[src/hw/rsi_map.svh]
// Register offsets, field positions, reset values and timing figures of the
// relay status indication block.
// Assumes a 20 MHz system clock and a byte-addressed 32-bit register bus.
`ifndef RSI_MAP_SVH
`define RSI_MAP_SVH

// ==========================================================================
// Clock and timing figures
// ==========================================================================
`define RSI_CLK_HZ           20000000
`define RSI_MS_PER_S         1000
`define RSI_MS_CYCLES        (`RSI_CLK_HZ / `RSI_MS_PER_S)
`define RSI_LINK_PERIOD_MS   3000
`define RSI_LINK_BLANK_MS    200
`define RSI_THERM_PERIOD_MS  7000
`define RSI_THERM_FLASH_MS   200
`define RSI_FAULT_HALF_MS    250
`define RSI_FLICKER_HALF_MS  50
`define RSI_TMR_W            13

// ==========================================================================
// Overload warning thresholds, in hundredths of rated current
// ==========================================================================
`define RSI_WARN_3P_PCT      8'd114
`define RSI_WARN_1P_PCT      8'd85
`define RSI_UNBAL_LIMIT_PCT  7'd40
`define RSI_PCT_SCALE        8'd100

// ==========================================================================
// Register byte offsets
// ==========================================================================
`define RSI_ADDR_CTRL        5'h00
`define RSI_ADDR_STATE       5'h04
`define RSI_ADDR_IRQ_STAT    5'h08
`define RSI_ADDR_IRQ_CLR     5'h0c
`define RSI_ADDR_IRQ_EN      5'h10

// CTRL fields
`define RSI_CTRL_MANUAL      0
`define RSI_CTRL_CONT        1
`define RSI_CTRL_RESET       2'h0

// IRQ fields (status, clear and enable share this layout)
`define RSI_IRQ_TRIP         0
`define RSI_IRQ_FAULT        1
`define RSI_IRQ_SUP_LOST     2
`define RSI_IRQ_SUP_BACK     3
`define RSI_IRQ_WARN         4
`define RSI_IRQ_W            5
`define RSI_IRQ_RESET        5'h00

// STATE fields
`define RSI_ST_RELAY_A       0
`define RSI_ST_RELAY_B       1
`define RSI_ST_WARN          2
`define RSI_ST_TRIP          3
`define RSI_ST_FAULT         4
`define RSI_ST_SUPPLY        5
`define RSI_ST_REARM         6
`define RSI_ST_CONT          7

`endif

[src/hw/rsi_pkg.sv]
// Types shared by the relay status indication block.
// Assumes rsi_map.svh holds all numeric figures.
package rsi_pkg;

  // Auxiliary relay control state
  typedef enum logic [1:0] {
    RSI_RLY_OFF,
    RSI_RLY_HOLD,
    RSI_RLY_RUN
  } rsi_rly_state_t;

endpackage

[src/hw/rsi_top.sv]
// Status LEDs and auxiliary relay control of a solid-state overload relay.
// Assumes trip, fault, current and command inputs come from logic on mclk;
// the supply sense and panel buttons are asynchronous pins.
//
// Contract
// - Four status LEDs show operating state
// - Ready, no trip: green, relays commanded
// - Link active: green blanked 200ms every 3s
// - Non-ack fault: three LEDs flash, red, open
// - Thermistor off: red flash every 7s
// - Warning: overload LED flickers, relays unchanged
// - Warning threshold 1.14 or 0.85 rated
// - Supply failed: LED dark, contacts open
// - Test fail or fault: red, contacts open
// - Relays de-energised without supply
// - NO contact then downstream changeover
// - Supply loss drops both relays
// - Automatic: pending commands applied on return
// - Manual: relays off until button pressed
// - Panel restarts in jog mode
`timescale 1ns/1ps
`include "rsi_map.svh"

module rsi_top
  import rsi_pkg::*;
#(
  parameter int MS_CYCLES = `RSI_MS_CYCLES
) (
  input  wire logic        mclk,
  input  wire logic        srst,
  // Avalon-MM slave
  input  wire logic [4:0]  avs_address,
  input  wire logic        avs_read,
  input  wire logic        avs_write,
  input  wire logic [31:0] avs_writedata,
  input  wire logic [3:0]  avs_byteenable,
  output logic      [31:0] avs_readdata,
  output logic             avs_waitrequest,
  output logic             irq,
  // Asynchronous pins
  input  wire logic        supply_ok,
  input  wire logic        btn_dir1,
  input  wire logic        btn_dir2,
  // Protection logic on mclk
  input  wire logic        link_active,
  input  wire logic        trip_gnd,
  input  wire logic        trip_therm,
  input  wire logic        trip_ovl,
  input  wire logic        fault_nonack,
  input  wire logic        test_fail,
  input  wire logic        dev_fault,
  input  wire logic        therm_off,
  input  wire logic [15:0] load_current,
  input  wire logic [15:0] rated_current,
  input  wire logic        three_pole,
  input  wire logic [6:0]  unbalance_pct,
  // Switching commands from the IO-Link master
  input  wire logic        cmd_dir1,
  input  wire logic        cmd_dir2,
  // LEDs and relays
  output logic             led_dev_green,
  output logic             led_dev_red,
  output logic             led_gnd,
  output logic             led_therm,
  output logic             led_ovl,
  output logic             relay_a,
  output logic             relay_b,
  output logic             path_no_closed,
  output logic             path_nc_closed
);

  // ==========================================================================
  // Input synchronisers
  // ==========================================================================
  logic [2:0] pin_meta_reg;
  logic [2:0] pin_sync_reg;
  logic [2:0] pin_prev_reg;
  logic       sup_s;
  logic       b1_s;
  logic       b2_s;
  logic       b1_rise;
  logic       b2_rise;

  // Two sync flops per pin; edge detect compares the second stage with a third, delayed flop
  always_ff @(posedge mclk) begin
    if (srst) begin
      pin_meta_reg <= 3'h0;
      pin_sync_reg <= 3'h0;
      pin_prev_reg <= 3'h0;
    end else begin
      pin_meta_reg <= {btn_dir2, btn_dir1, supply_ok};
      pin_sync_reg <= pin_meta_reg;
      pin_prev_reg <= pin_sync_reg;
    end
  end

  assign sup_s   = pin_sync_reg[0];
  assign b1_s    = pin_sync_reg[1];
  assign b2_s    = pin_sync_reg[2];
  assign b1_rise = pin_sync_reg[1] & ~pin_prev_reg[1];
  assign b2_rise = pin_sync_reg[2] & ~pin_prev_reg[2];

  // ==========================================================================
  // Millisecond tick and pattern timers
  // ==========================================================================
  localparam int TICK_W = $clog2(MS_CYCLES);
  localparam logic [TICK_W-1:0] TICK_LAST = TICK_W'(MS_CYCLES - 1);

  logic [TICK_W-1:0]       tick_cnt_reg;
  logic                    ms_tick;
  logic [`RSI_TMR_W-1:0]   link_tmr_reg;
  logic [`RSI_TMR_W-1:0]   therm_tmr_reg;
  logic [`RSI_TMR_W-1:0]   fault_tmr_reg;
  logic [`RSI_TMR_W-1:0]   flick_tmr_reg;
  logic                    fault_phase_reg;
  logic                    flick_phase_reg;

  assign ms_tick = (tick_cnt_reg == TICK_LAST);

  // Divider: one-cycle enable per millisecond
  always_ff @(posedge mclk) begin
    if (srst || ms_tick) begin
      tick_cnt_reg <= '0;
    end else begin
      tick_cnt_reg <= tick_cnt_reg + 1'b1;
    end
  end

  // Link blank window: 200 ms dark at the start of each 3 s period
  always_ff @(posedge mclk) begin
    if (srst || !link_active) begin
      link_tmr_reg <= '0;
    end else if (ms_tick) begin
      if (link_tmr_reg == `RSI_TMR_W'(`RSI_LINK_PERIOD_MS - 1)) begin
        link_tmr_reg <= '0;
      end else begin
        link_tmr_reg <= link_tmr_reg + 1'b1;
      end
    end
  end

  // Thermistor-off flash: short red pulse once every 7 s
  always_ff @(posedge mclk) begin
    if (srst || !therm_off) begin
      therm_tmr_reg <= '0;
    end else if (ms_tick) begin
      if (therm_tmr_reg == `RSI_TMR_W'(`RSI_THERM_PERIOD_MS - 1)) begin
        therm_tmr_reg <= '0;
      end else begin
        therm_tmr_reg <= therm_tmr_reg + 1'b1;
      end
    end
  end

  // Fault flash and warning flicker square waves run free
  always_ff @(posedge mclk) begin
    if (srst) begin
      fault_tmr_reg   <= '0;
      fault_phase_reg <= 1'b1;
    end else if (ms_tick) begin
      if (fault_tmr_reg == `RSI_TMR_W'(`RSI_FAULT_HALF_MS - 1)) begin
        fault_tmr_reg   <= '0;
        fault_phase_reg <= ~fault_phase_reg;
      end else begin
        fault_tmr_reg <= fault_tmr_reg + 1'b1;
      end
    end
  end

  always_ff @(posedge mclk) begin
    if (srst) begin
      flick_tmr_reg   <= '0;
      flick_phase_reg <= 1'b1;
    end else if (ms_tick) begin
      if (flick_tmr_reg == `RSI_TMR_W'(`RSI_FLICKER_HALF_MS - 1)) begin
        flick_tmr_reg   <= '0;
        flick_phase_reg <= ~flick_phase_reg;
      end else begin
        flick_tmr_reg <= flick_tmr_reg + 1'b1;
      end
    end
  end

  // ==========================================================================
  // Operating state decode
  // ==========================================================================
  logic [23:0] load_scaled;
  logic [23:0] warn_level;
  logic        three_pole_bal;
  logic        warn_now;
  logic        any_trip;
  logic        dev_bad;
  logic        block_relays;

  // Compare in hundredths so no divider is needed
  assign three_pole_bal = three_pole && (unbalance_pct <= `RSI_UNBAL_LIMIT_PCT);
  assign load_scaled    = load_current * `RSI_PCT_SCALE;
  assign warn_level     = rated_current * (three_pole_bal ? `RSI_WARN_3P_PCT
                                                          : `RSI_WARN_1P_PCT);
  assign warn_now       = (rated_current != 16'h0000) && (load_scaled >= warn_level);
  assign any_trip       = trip_gnd | trip_therm | trip_ovl;
  assign dev_bad        = fault_nonack | test_fail | dev_fault;
  // Anything that must force both contact paths open
  assign block_relays   = !sup_s || any_trip || dev_bad;

  // ==========================================================================
  // Software control register and panel mode
  // ==========================================================================
  logic [1:0] ctrl_reg;
  logic       cont_mode_reg;
  logic       manual_mode;
  logic       wr_ack;
  logic       sup_lost;
  logic       sup_back;
  logic       sup_prev_reg;

  assign manual_mode = ctrl_reg[`RSI_CTRL_MANUAL];
  assign sup_lost    = sup_prev_reg & ~sup_s;
  assign sup_back    = ~sup_prev_reg & sup_s;

  always_ff @(posedge mclk) begin
    if (srst) begin
      sup_prev_reg <= 1'b0;
    end else begin
      sup_prev_reg <= sup_s;
    end
  end

  // Continuous mode is dropped whenever supply is absent, so a return starts in jog
  always_ff @(posedge mclk) begin
    if (srst || !sup_s) begin
      cont_mode_reg <= 1'b0;
    end else if (wr_ack && avs_address == `RSI_ADDR_CTRL && avs_byteenable[0]) begin
      cont_mode_reg <= avs_writedata[`RSI_CTRL_CONT];
    end
  end

  // Manual selection survives a supply loss; it decides the restart behaviour
  always_ff @(posedge mclk) begin
    if (srst) begin
      ctrl_reg <= `RSI_CTRL_RESET;
    end else if (wr_ack && avs_address == `RSI_ADDR_CTRL && avs_byteenable[0]) begin
      ctrl_reg <= avs_writedata[1:0];
    end
  end

  // ==========================================================================
  // Relay control
  // ==========================================================================
  rsi_rly_state_t rly_state_reg;
  logic           cont_a_reg;
  logic           cont_b_reg;
  logic           want_a;
  logic           want_b;

  // Relays stay off after a manual-mode restart until a button press
  always_ff @(posedge mclk) begin
    if (srst) begin
      rly_state_reg <= RSI_RLY_OFF;
    end else begin
      case (rly_state_reg)
        RSI_RLY_OFF: begin
          if (sup_s) begin
            rly_state_reg <= manual_mode ? RSI_RLY_HOLD : RSI_RLY_RUN;
          end
        end
        RSI_RLY_HOLD: begin
          if (!sup_s) begin
            rly_state_reg <= RSI_RLY_OFF;
          end else if (!manual_mode || b1_rise || b2_rise) begin
            rly_state_reg <= RSI_RLY_RUN;
          end
        end
        RSI_RLY_RUN: begin
          if (!sup_s) begin
            rly_state_reg <= RSI_RLY_OFF;
          end
        end
        default: rly_state_reg <= RSI_RLY_OFF;
      endcase
    end
  end

  // Continuous panel mode: each press toggles that direction
  always_ff @(posedge mclk) begin
    if (srst || !sup_s || !cont_mode_reg || !manual_mode) begin
      cont_a_reg <= 1'b0;
      cont_b_reg <= 1'b0;
    end else begin
      if (b1_rise) begin
        cont_a_reg <= ~cont_a_reg;
      end
      if (b2_rise) begin
        cont_b_reg <= ~cont_b_reg;
      end
    end
  end

  // Commanded state: IO-Link commands in automatic, panel in manual
  always_comb begin
    if (!manual_mode) begin
      want_a = cmd_dir1;
      want_b = cmd_dir2;
    end else if (cont_mode_reg) begin
      want_a = cont_a_reg;
      want_b = cont_b_reg;
    end else begin
      want_a = b1_s;
      want_b = b2_s;
    end
  end

  // Relays are energised only in RUN and never without supply
  always_ff @(posedge mclk) begin
    if (srst) begin
      relay_a <= 1'b0;
      relay_b <= 1'b0;
    end else if (block_relays || rly_state_reg != RSI_RLY_RUN) begin
      relay_a <= 1'b0;
      relay_b <= 1'b0;
    end else begin
      relay_a <= want_a;
      relay_b <= want_b;
    end
  end

  // Changeover contact sits downstream of the NO contact
  assign path_no_closed = relay_a & relay_b;
  assign path_nc_closed = relay_a & ~relay_b;

  // ==========================================================================
  // LED drive
  // ==========================================================================
  logic link_blank;
  logic therm_flash;

  assign link_blank  = link_active && (link_tmr_reg < `RSI_TMR_W'(`RSI_LINK_BLANK_MS));
  assign therm_flash = therm_tmr_reg < `RSI_TMR_W'(`RSI_THERM_FLASH_MS);

  // Priority: no supply, non-ack fault, trip or test/device fault, then normal indications
  always_ff @(posedge mclk) begin
    if (srst) begin
      led_dev_green <= 1'b0;
      led_dev_red   <= 1'b0;
      led_gnd       <= 1'b0;
      led_therm     <= 1'b0;
      led_ovl       <= 1'b0;
    end else if (!sup_s) begin
      led_dev_green <= 1'b0;
      led_dev_red   <= 1'b0;
      led_gnd       <= 1'b0;
      led_therm     <= 1'b0;
      led_ovl       <= 1'b0;
    end else if (fault_nonack) begin
      led_dev_green <= 1'b0;
      led_dev_red   <= 1'b1;
      led_gnd       <= fault_phase_reg;
      led_therm     <= fault_phase_reg;
      led_ovl       <= fault_phase_reg;
    end else if (any_trip || test_fail || dev_fault) begin
      led_dev_green <= 1'b0;
      led_dev_red   <= 1'b1;
      led_gnd       <= trip_gnd;
      led_therm     <= trip_therm;
      led_ovl       <= trip_ovl;
    end else begin
      led_dev_green <= !link_blank;
      led_dev_red   <= 1'b0;
      led_gnd       <= 1'b0;
      led_therm     <= therm_off && therm_flash;
      led_ovl       <= warn_now && flick_phase_reg;
    end
  end

  // ==========================================================================
  // Interrupt status, clear and enable
  // ==========================================================================
  logic [`RSI_IRQ_W-1:0] irq_stat_reg;
  logic [`RSI_IRQ_W-1:0] irq_en_reg;
  logic [`RSI_IRQ_W-1:0] irq_set;
  logic [`RSI_IRQ_W-1:0] irq_clr;
  logic                  trip_prev_reg;
  logic                  fault_prev_reg;
  logic                  warn_prev_reg;

  always_ff @(posedge mclk) begin
    if (srst) begin
      trip_prev_reg  <= 1'b0;
      fault_prev_reg <= 1'b0;
      warn_prev_reg  <= 1'b0;
    end else begin
      trip_prev_reg  <= any_trip;
      fault_prev_reg <= dev_bad;
      warn_prev_reg  <= warn_now;
    end
  end

  always_comb begin
    irq_set = '0;
    irq_set[`RSI_IRQ_TRIP]     = any_trip & ~trip_prev_reg;
    irq_set[`RSI_IRQ_FAULT]    = dev_bad & ~fault_prev_reg;
    irq_set[`RSI_IRQ_SUP_LOST] = sup_lost;
    irq_set[`RSI_IRQ_SUP_BACK] = sup_back;
    irq_set[`RSI_IRQ_WARN]     = warn_now & ~warn_prev_reg;
  end

  assign irq_clr = (wr_ack && avs_address == `RSI_ADDR_IRQ_CLR && avs_byteenable[0])
                   ? avs_writedata[`RSI_IRQ_W-1:0] : '0;

  // Sticky bits; a new event wins over a clear in the same cycle
  always_ff @(posedge mclk) begin
    if (srst) begin
      irq_stat_reg <= `RSI_IRQ_RESET;
    end else begin
      irq_stat_reg <= (irq_stat_reg & ~irq_clr) | irq_set;
    end
  end

  always_ff @(posedge mclk) begin
    if (srst) begin
      irq_en_reg <= `RSI_IRQ_RESET;
    end else if (wr_ack && avs_address == `RSI_ADDR_IRQ_EN && avs_byteenable[0]) begin
      irq_en_reg <= avs_writedata[`RSI_IRQ_W-1:0];
    end
  end

  assign irq = |(irq_stat_reg & irq_en_reg);

  // ==========================================================================
  // Avalon-MM slave: one wait state on every access
  // ==========================================================================
  logic        ack_reg;
  logic        rd_ack;
  logic [31:0] rd_mux;
  logic [7:0]  state_word;

  // Request held one cycle, then answered; ack drops so back-to-back works
  always_ff @(posedge mclk) begin
    if (srst) begin
      ack_reg <= 1'b0;
    end else begin
      ack_reg <= (avs_read || avs_write) && !ack_reg;
    end
  end

  assign avs_waitrequest = (avs_read || avs_write) && !ack_reg;
  assign wr_ack          = avs_write && ack_reg;
  assign rd_ack          = avs_read && !ack_reg;

  always_comb begin
    state_word = '0;
    state_word[`RSI_ST_RELAY_A] = relay_a;
    state_word[`RSI_ST_RELAY_B] = relay_b;
    state_word[`RSI_ST_WARN]    = warn_now;
    state_word[`RSI_ST_TRIP]    = any_trip;
    state_word[`RSI_ST_FAULT]   = dev_bad;
    state_word[`RSI_ST_SUPPLY]  = sup_s;
    state_word[`RSI_ST_REARM]   = (rly_state_reg == RSI_RLY_HOLD);
    state_word[`RSI_ST_CONT]    = cont_mode_reg;
  end

  // Unmapped and write-only addresses read as zero
  always_comb begin
    case (avs_address)
      `RSI_ADDR_CTRL:     rd_mux = {30'h0, cont_mode_reg, ctrl_reg[`RSI_CTRL_MANUAL]};
      `RSI_ADDR_STATE:    rd_mux = {24'h0, state_word};
      `RSI_ADDR_IRQ_STAT: rd_mux = {27'h0, irq_stat_reg};
      `RSI_ADDR_IRQ_EN:   rd_mux = {27'h0, irq_en_reg};
      default:            rd_mux = 32'h0000_0000;
    endcase
  end

  // Read data captured in the wait cycle, valid when waitrequest drops
  always_ff @(posedge mclk) begin
    if (srst) begin
      avs_readdata <= 32'h0000_0000;
    end else if (rd_ack) begin
      avs_readdata <= rd_mux;
    end
  end

endmodule

[config.mk]
export PLATFORM = sky130hd
export DESIGN_NAME = rsi_top
export DESIGN_NICKNAME = d
export VERILOG_FILES = /design/src/hw/rsi_pkg.sv /design/src/hw/rsi_top.sv
export VERILOG_INCLUDE_DIRS = /design/src /design/src/hw
export SDC_FILE = /design/constraint.sdc
export NUM_CORES = 1
export LEC_CHECK = 0
export ABC_AREA = 1
export BUFFER_PORTS_ARGS = -buffer_cell sky130_fd_sc_hd__buf_4
export CAP_MARGIN = 20
export CORE_UTILIZATION = 41
export CTS_CLUSTER_SIZE = 10
export DETAILED_ROUTE_END_ITERATION = 10
export PLACE_DENSITY_LB_ADDON = 0.25
export SETUP_SLACK_MARGIN = 0.5
export SYNTH_ARGS = -nofsm -noshare
export SYNTH_HDL_FRONTEND = slang
export SYNTH_SLANG_ARGS = --single-unit
[constraint.sdc]
create_clock -name mclk -period 12.6 [get_ports mclk]
set_clock_uncertainty 0.1 [all_clocks]
set_input_delay 0.63 -clock mclk [delete_from_list [all_inputs] [get_ports mclk]]
set_output_delay 0.63 -clock mclk [all_outputs]
set_load 0.02 [all_outputs]
==> flow_metrics.tcl <==
set metrics [dict create \
    status "complete, no violations" \
    fmax_ghz 0.138 \
    cpPeakStageDelay_ns 0.63 \
    ir_drop_uv 79.0 \
    first_global_vias 8222 \
    synthesis.area_um2 10100 \
    via_per_inst 4.80 \
    antennaDiodeCount 0 \
    synth_area_leaders "dfxtp_1 22%, ha_1 15%, fa_1 13%" \
    ys_ff_latch 113 \
    final-hold-violation-count 0 \
    fp.coreArea_um2 24300 \
    drc 0 \
    dieArea_um2 25400 \
    min_period_ns 7.27 \
    path_class "primary input to flip-flop" \
    synthArstFlopShare_pct 0 \
    gp_congestion 0.850 \
    critical_path.max_fanout 23 \
    cts-htree-levels 4 \
    min_path_type "flip-flop to flip-flop" \
    postRouteAntennaNets 0 \
    fin_setup_tns_ns 0 \
    mostFrequentLayoutCell "inv_1" \
    antenna_found_initial 0 \
    wl_mm 21.5 \
    syn_avg_cell_area_um2 7.49 \
    max_slew_margin_pct 42.6 \
    cp-end-kind "flip-flop" \
    setup_viol 0 \
    synth_top_area_share_pct 22.3 \
    synth_seq_area_share_pct 22.3 \
    grt_overflow 0 \
    syn_inst 1354 \
    syn2layout_area_growth_pct 15.2 \
    drive_above_1_share_pct 10.6 \
    final_cell_mix "253 x inv_1, 200 x nand2_1, 137 x nor2_1, 120 x ha_1, 113 x dfxtp_1" \
    vias 8627 \
    fill_cells 2380 \
    design_area_um2 11700 \
    clock_tree.root_cell "clkbuf_16" \
    final_core_util_pct 48.0 \
    grt_pass1_wl_mm 37.2 \
    cts_tree "built" \
    crit_required_ns 12.83 \
    start_kind "primary input" \
    die_x_um 159 \
    cp.arrival_ns 7.50 \
    rows 57 \
    power_w 0.00183 \
    cp_top_family "adder cells" \
    drtIter0Drc 431 \
    yosysTopAreaCell "dfxtp_1" \
    wire_per_inst_um 12.0 \
    clock-sinks 113 \
    setup_ws_ns 5.33 \
    drv_slew 0 \
    cp_common_cell "nand2_1" \
    die_h_um 159 \
    worstMarginPinSlew_ns 0.853 \
    yosys_warnings 0 \
    layout_worst_path_cycle_share_pct 57.7 \
    grt_use_total_pct 17.6 \
    final_nets 1744 \
    numPortBuffers 86 \
    dpl.hpwl_mm 17.8 \
    power.leakage_nw 5.63 \
    dp_worst_setup_slack_ns 4.85 \
    synthFlopType "dfxtp_1" \
    max-cap-violations 0 \
    grt_max_degree 31 \
    initial_utilization_pct 41.7 \
    placed_area_um2 11100 \
    path_buf_inv 4 \
    clk_latency_ns 0.41 \
    ys_types 56 \
    holdBufCountCts 0 \
    p_per_area_nw_per_um2 156 \
    clk_path_buf_depth 2 \
    path_clk_slew_ns 0.06 \
    dr.pass1.iters 5 \
    rsz0062_at_grt "no" \
    slowest_stage "inv_1" \
    largest_reg_flops 15 \
    cts_setup_buffers 0 \
    postCtsResizedCells 0 \
    cts_inserted_buffers 17 \
    synth_edf_count 0 \
    ioPinCount 141 \
]
==> worst reg2reg max path, cell delays in order, from the launching register on <==
cell     delay [ns]
dfxtp_1        0.35
ha_1           0.19
nand2_2        0.09
inv_2          0.08
nand2_4        0.07
nor2_1         0.12
nand2_2        0.14
nand2_1        0.52
nand2_1        0.32
inv_1          0.22
nor2_1         0.08
==> cell usage after synthesis, types with 3 or more instances <==
| master | count |
|---|---|
| nor2_2 | 6 |
| ha_1 | 120 |
| a211oi_1 | 7 |
| nand4_1 | 26 |
| a31oi_1 | 3 |
| a21o_1 | 3 |
| nor2_4 | 3 |
| o22ai_1 | 4 |
| or2_2 | 5 |
| dfxtp_1 | 113 |
| buf_4 | 24 |
| o21ai_0 | 72 |
| nor4_1 | 11 |
| nor3_1 | 39 |
| o21a_1 | 8 |
| nor2_1 | 137 |
| clkbuf_1 | 8 |
| nand3b_1 | 4 |
| nand2_1 | 200 |
| a221oi_1 | 3 |
| o21ai_1 | 3 |
| o21bai_1 | 4 |
| inv_2 | 4 |
| xor2_1 | 26 |
| nand3_1 | 47 |
| inv_1 | 253 |
| xnor2_1 | 15 |
| a21oi_1 | 102 |
| nand2_2 | 5 |
| nor3_4 | 3 |
| fa_1 | 64 |
==> per-layer routing <==
layer	vias up	global-route usage, %	routed length (um)
li1	4535	-	-
met1	3921	24.0	10800
met2	154	28.6	9600
met3	17	3.20	869
met4	0	4.55	274
met5	-	0	0
==> area by class of cell <==
| cell class | instances | area [um^2] | area share (%) |
|---|---|---|---|
| multi-input combinational | 985 | 6810 | 58.3 |
| sequential | 113 | 2260 | 19.4 |
| inverter | 259 | 975 | 8.34 |
| timing repair buffer | 86 | 646 | 5.53 |
| clock buffer | 19 | 443 | 3.79 |
| tap | 324 | 405 | 3.47 |
| clock inverter | 13 | 138 | 1.18 |
==> through the flow <==
step	instances	hold WS, ns
2_1_floorplan	1392	0.288
4_1_cts	1799	0.307
3_5_place_dp	1767	0.299
5_1_grt	1799	0.331
3_3_place_gp	1767	0.289
6_report	1799	0.303
==> power by group <==
part	total (W)	internal, W	leakage (nW)	switching (W)
registers	0.000369	0.000365	0.916	0.00000389
logic	0.000992	0.000409	4.43	0.000582
clock network	0.000467	0.000296	0.279	0.000171
total	0.00183	0.00107	5.63	0.000757
==> final timing paths <==
check        cells after the start  slack (ns)                       endpoint                       start
max                             35        5.33   avs_readdata[2]$_SDFFE_PP0P_            unbalance_pct[0]
min                              2        0.30     pin_sync_reg[2]$_SDFF_PP0_  pin_meta_reg[2]$_SDFF_PP0_
max reg2reg                     10       10.22  fault_tmr_reg[0]$_SDFFE_PP0N_  tick_cnt_reg[0]$_SDFF_PP0_
min reg2reg                      2        0.30     pin_sync_reg[2]$_SDFF_PP0_  pin_meta_reg[2]$_SDFF_PP0_
==> kinds of logic (layout without fill, tap and decap cells) <==
logic type,after synthesis,after routing,synth area share (%)
simple gates,498,498,22.6
flops,113,113,22.3
other cells,2,40,0.0741
fa+ha+maj,184,184,27.5
compound gates,220,220,12.0
xor+xnor,41,41,3.54
buf+inv,294,377,11.9
mux,2,2,0.197
No activity file was read; power rests on OpenSTA's default activity.
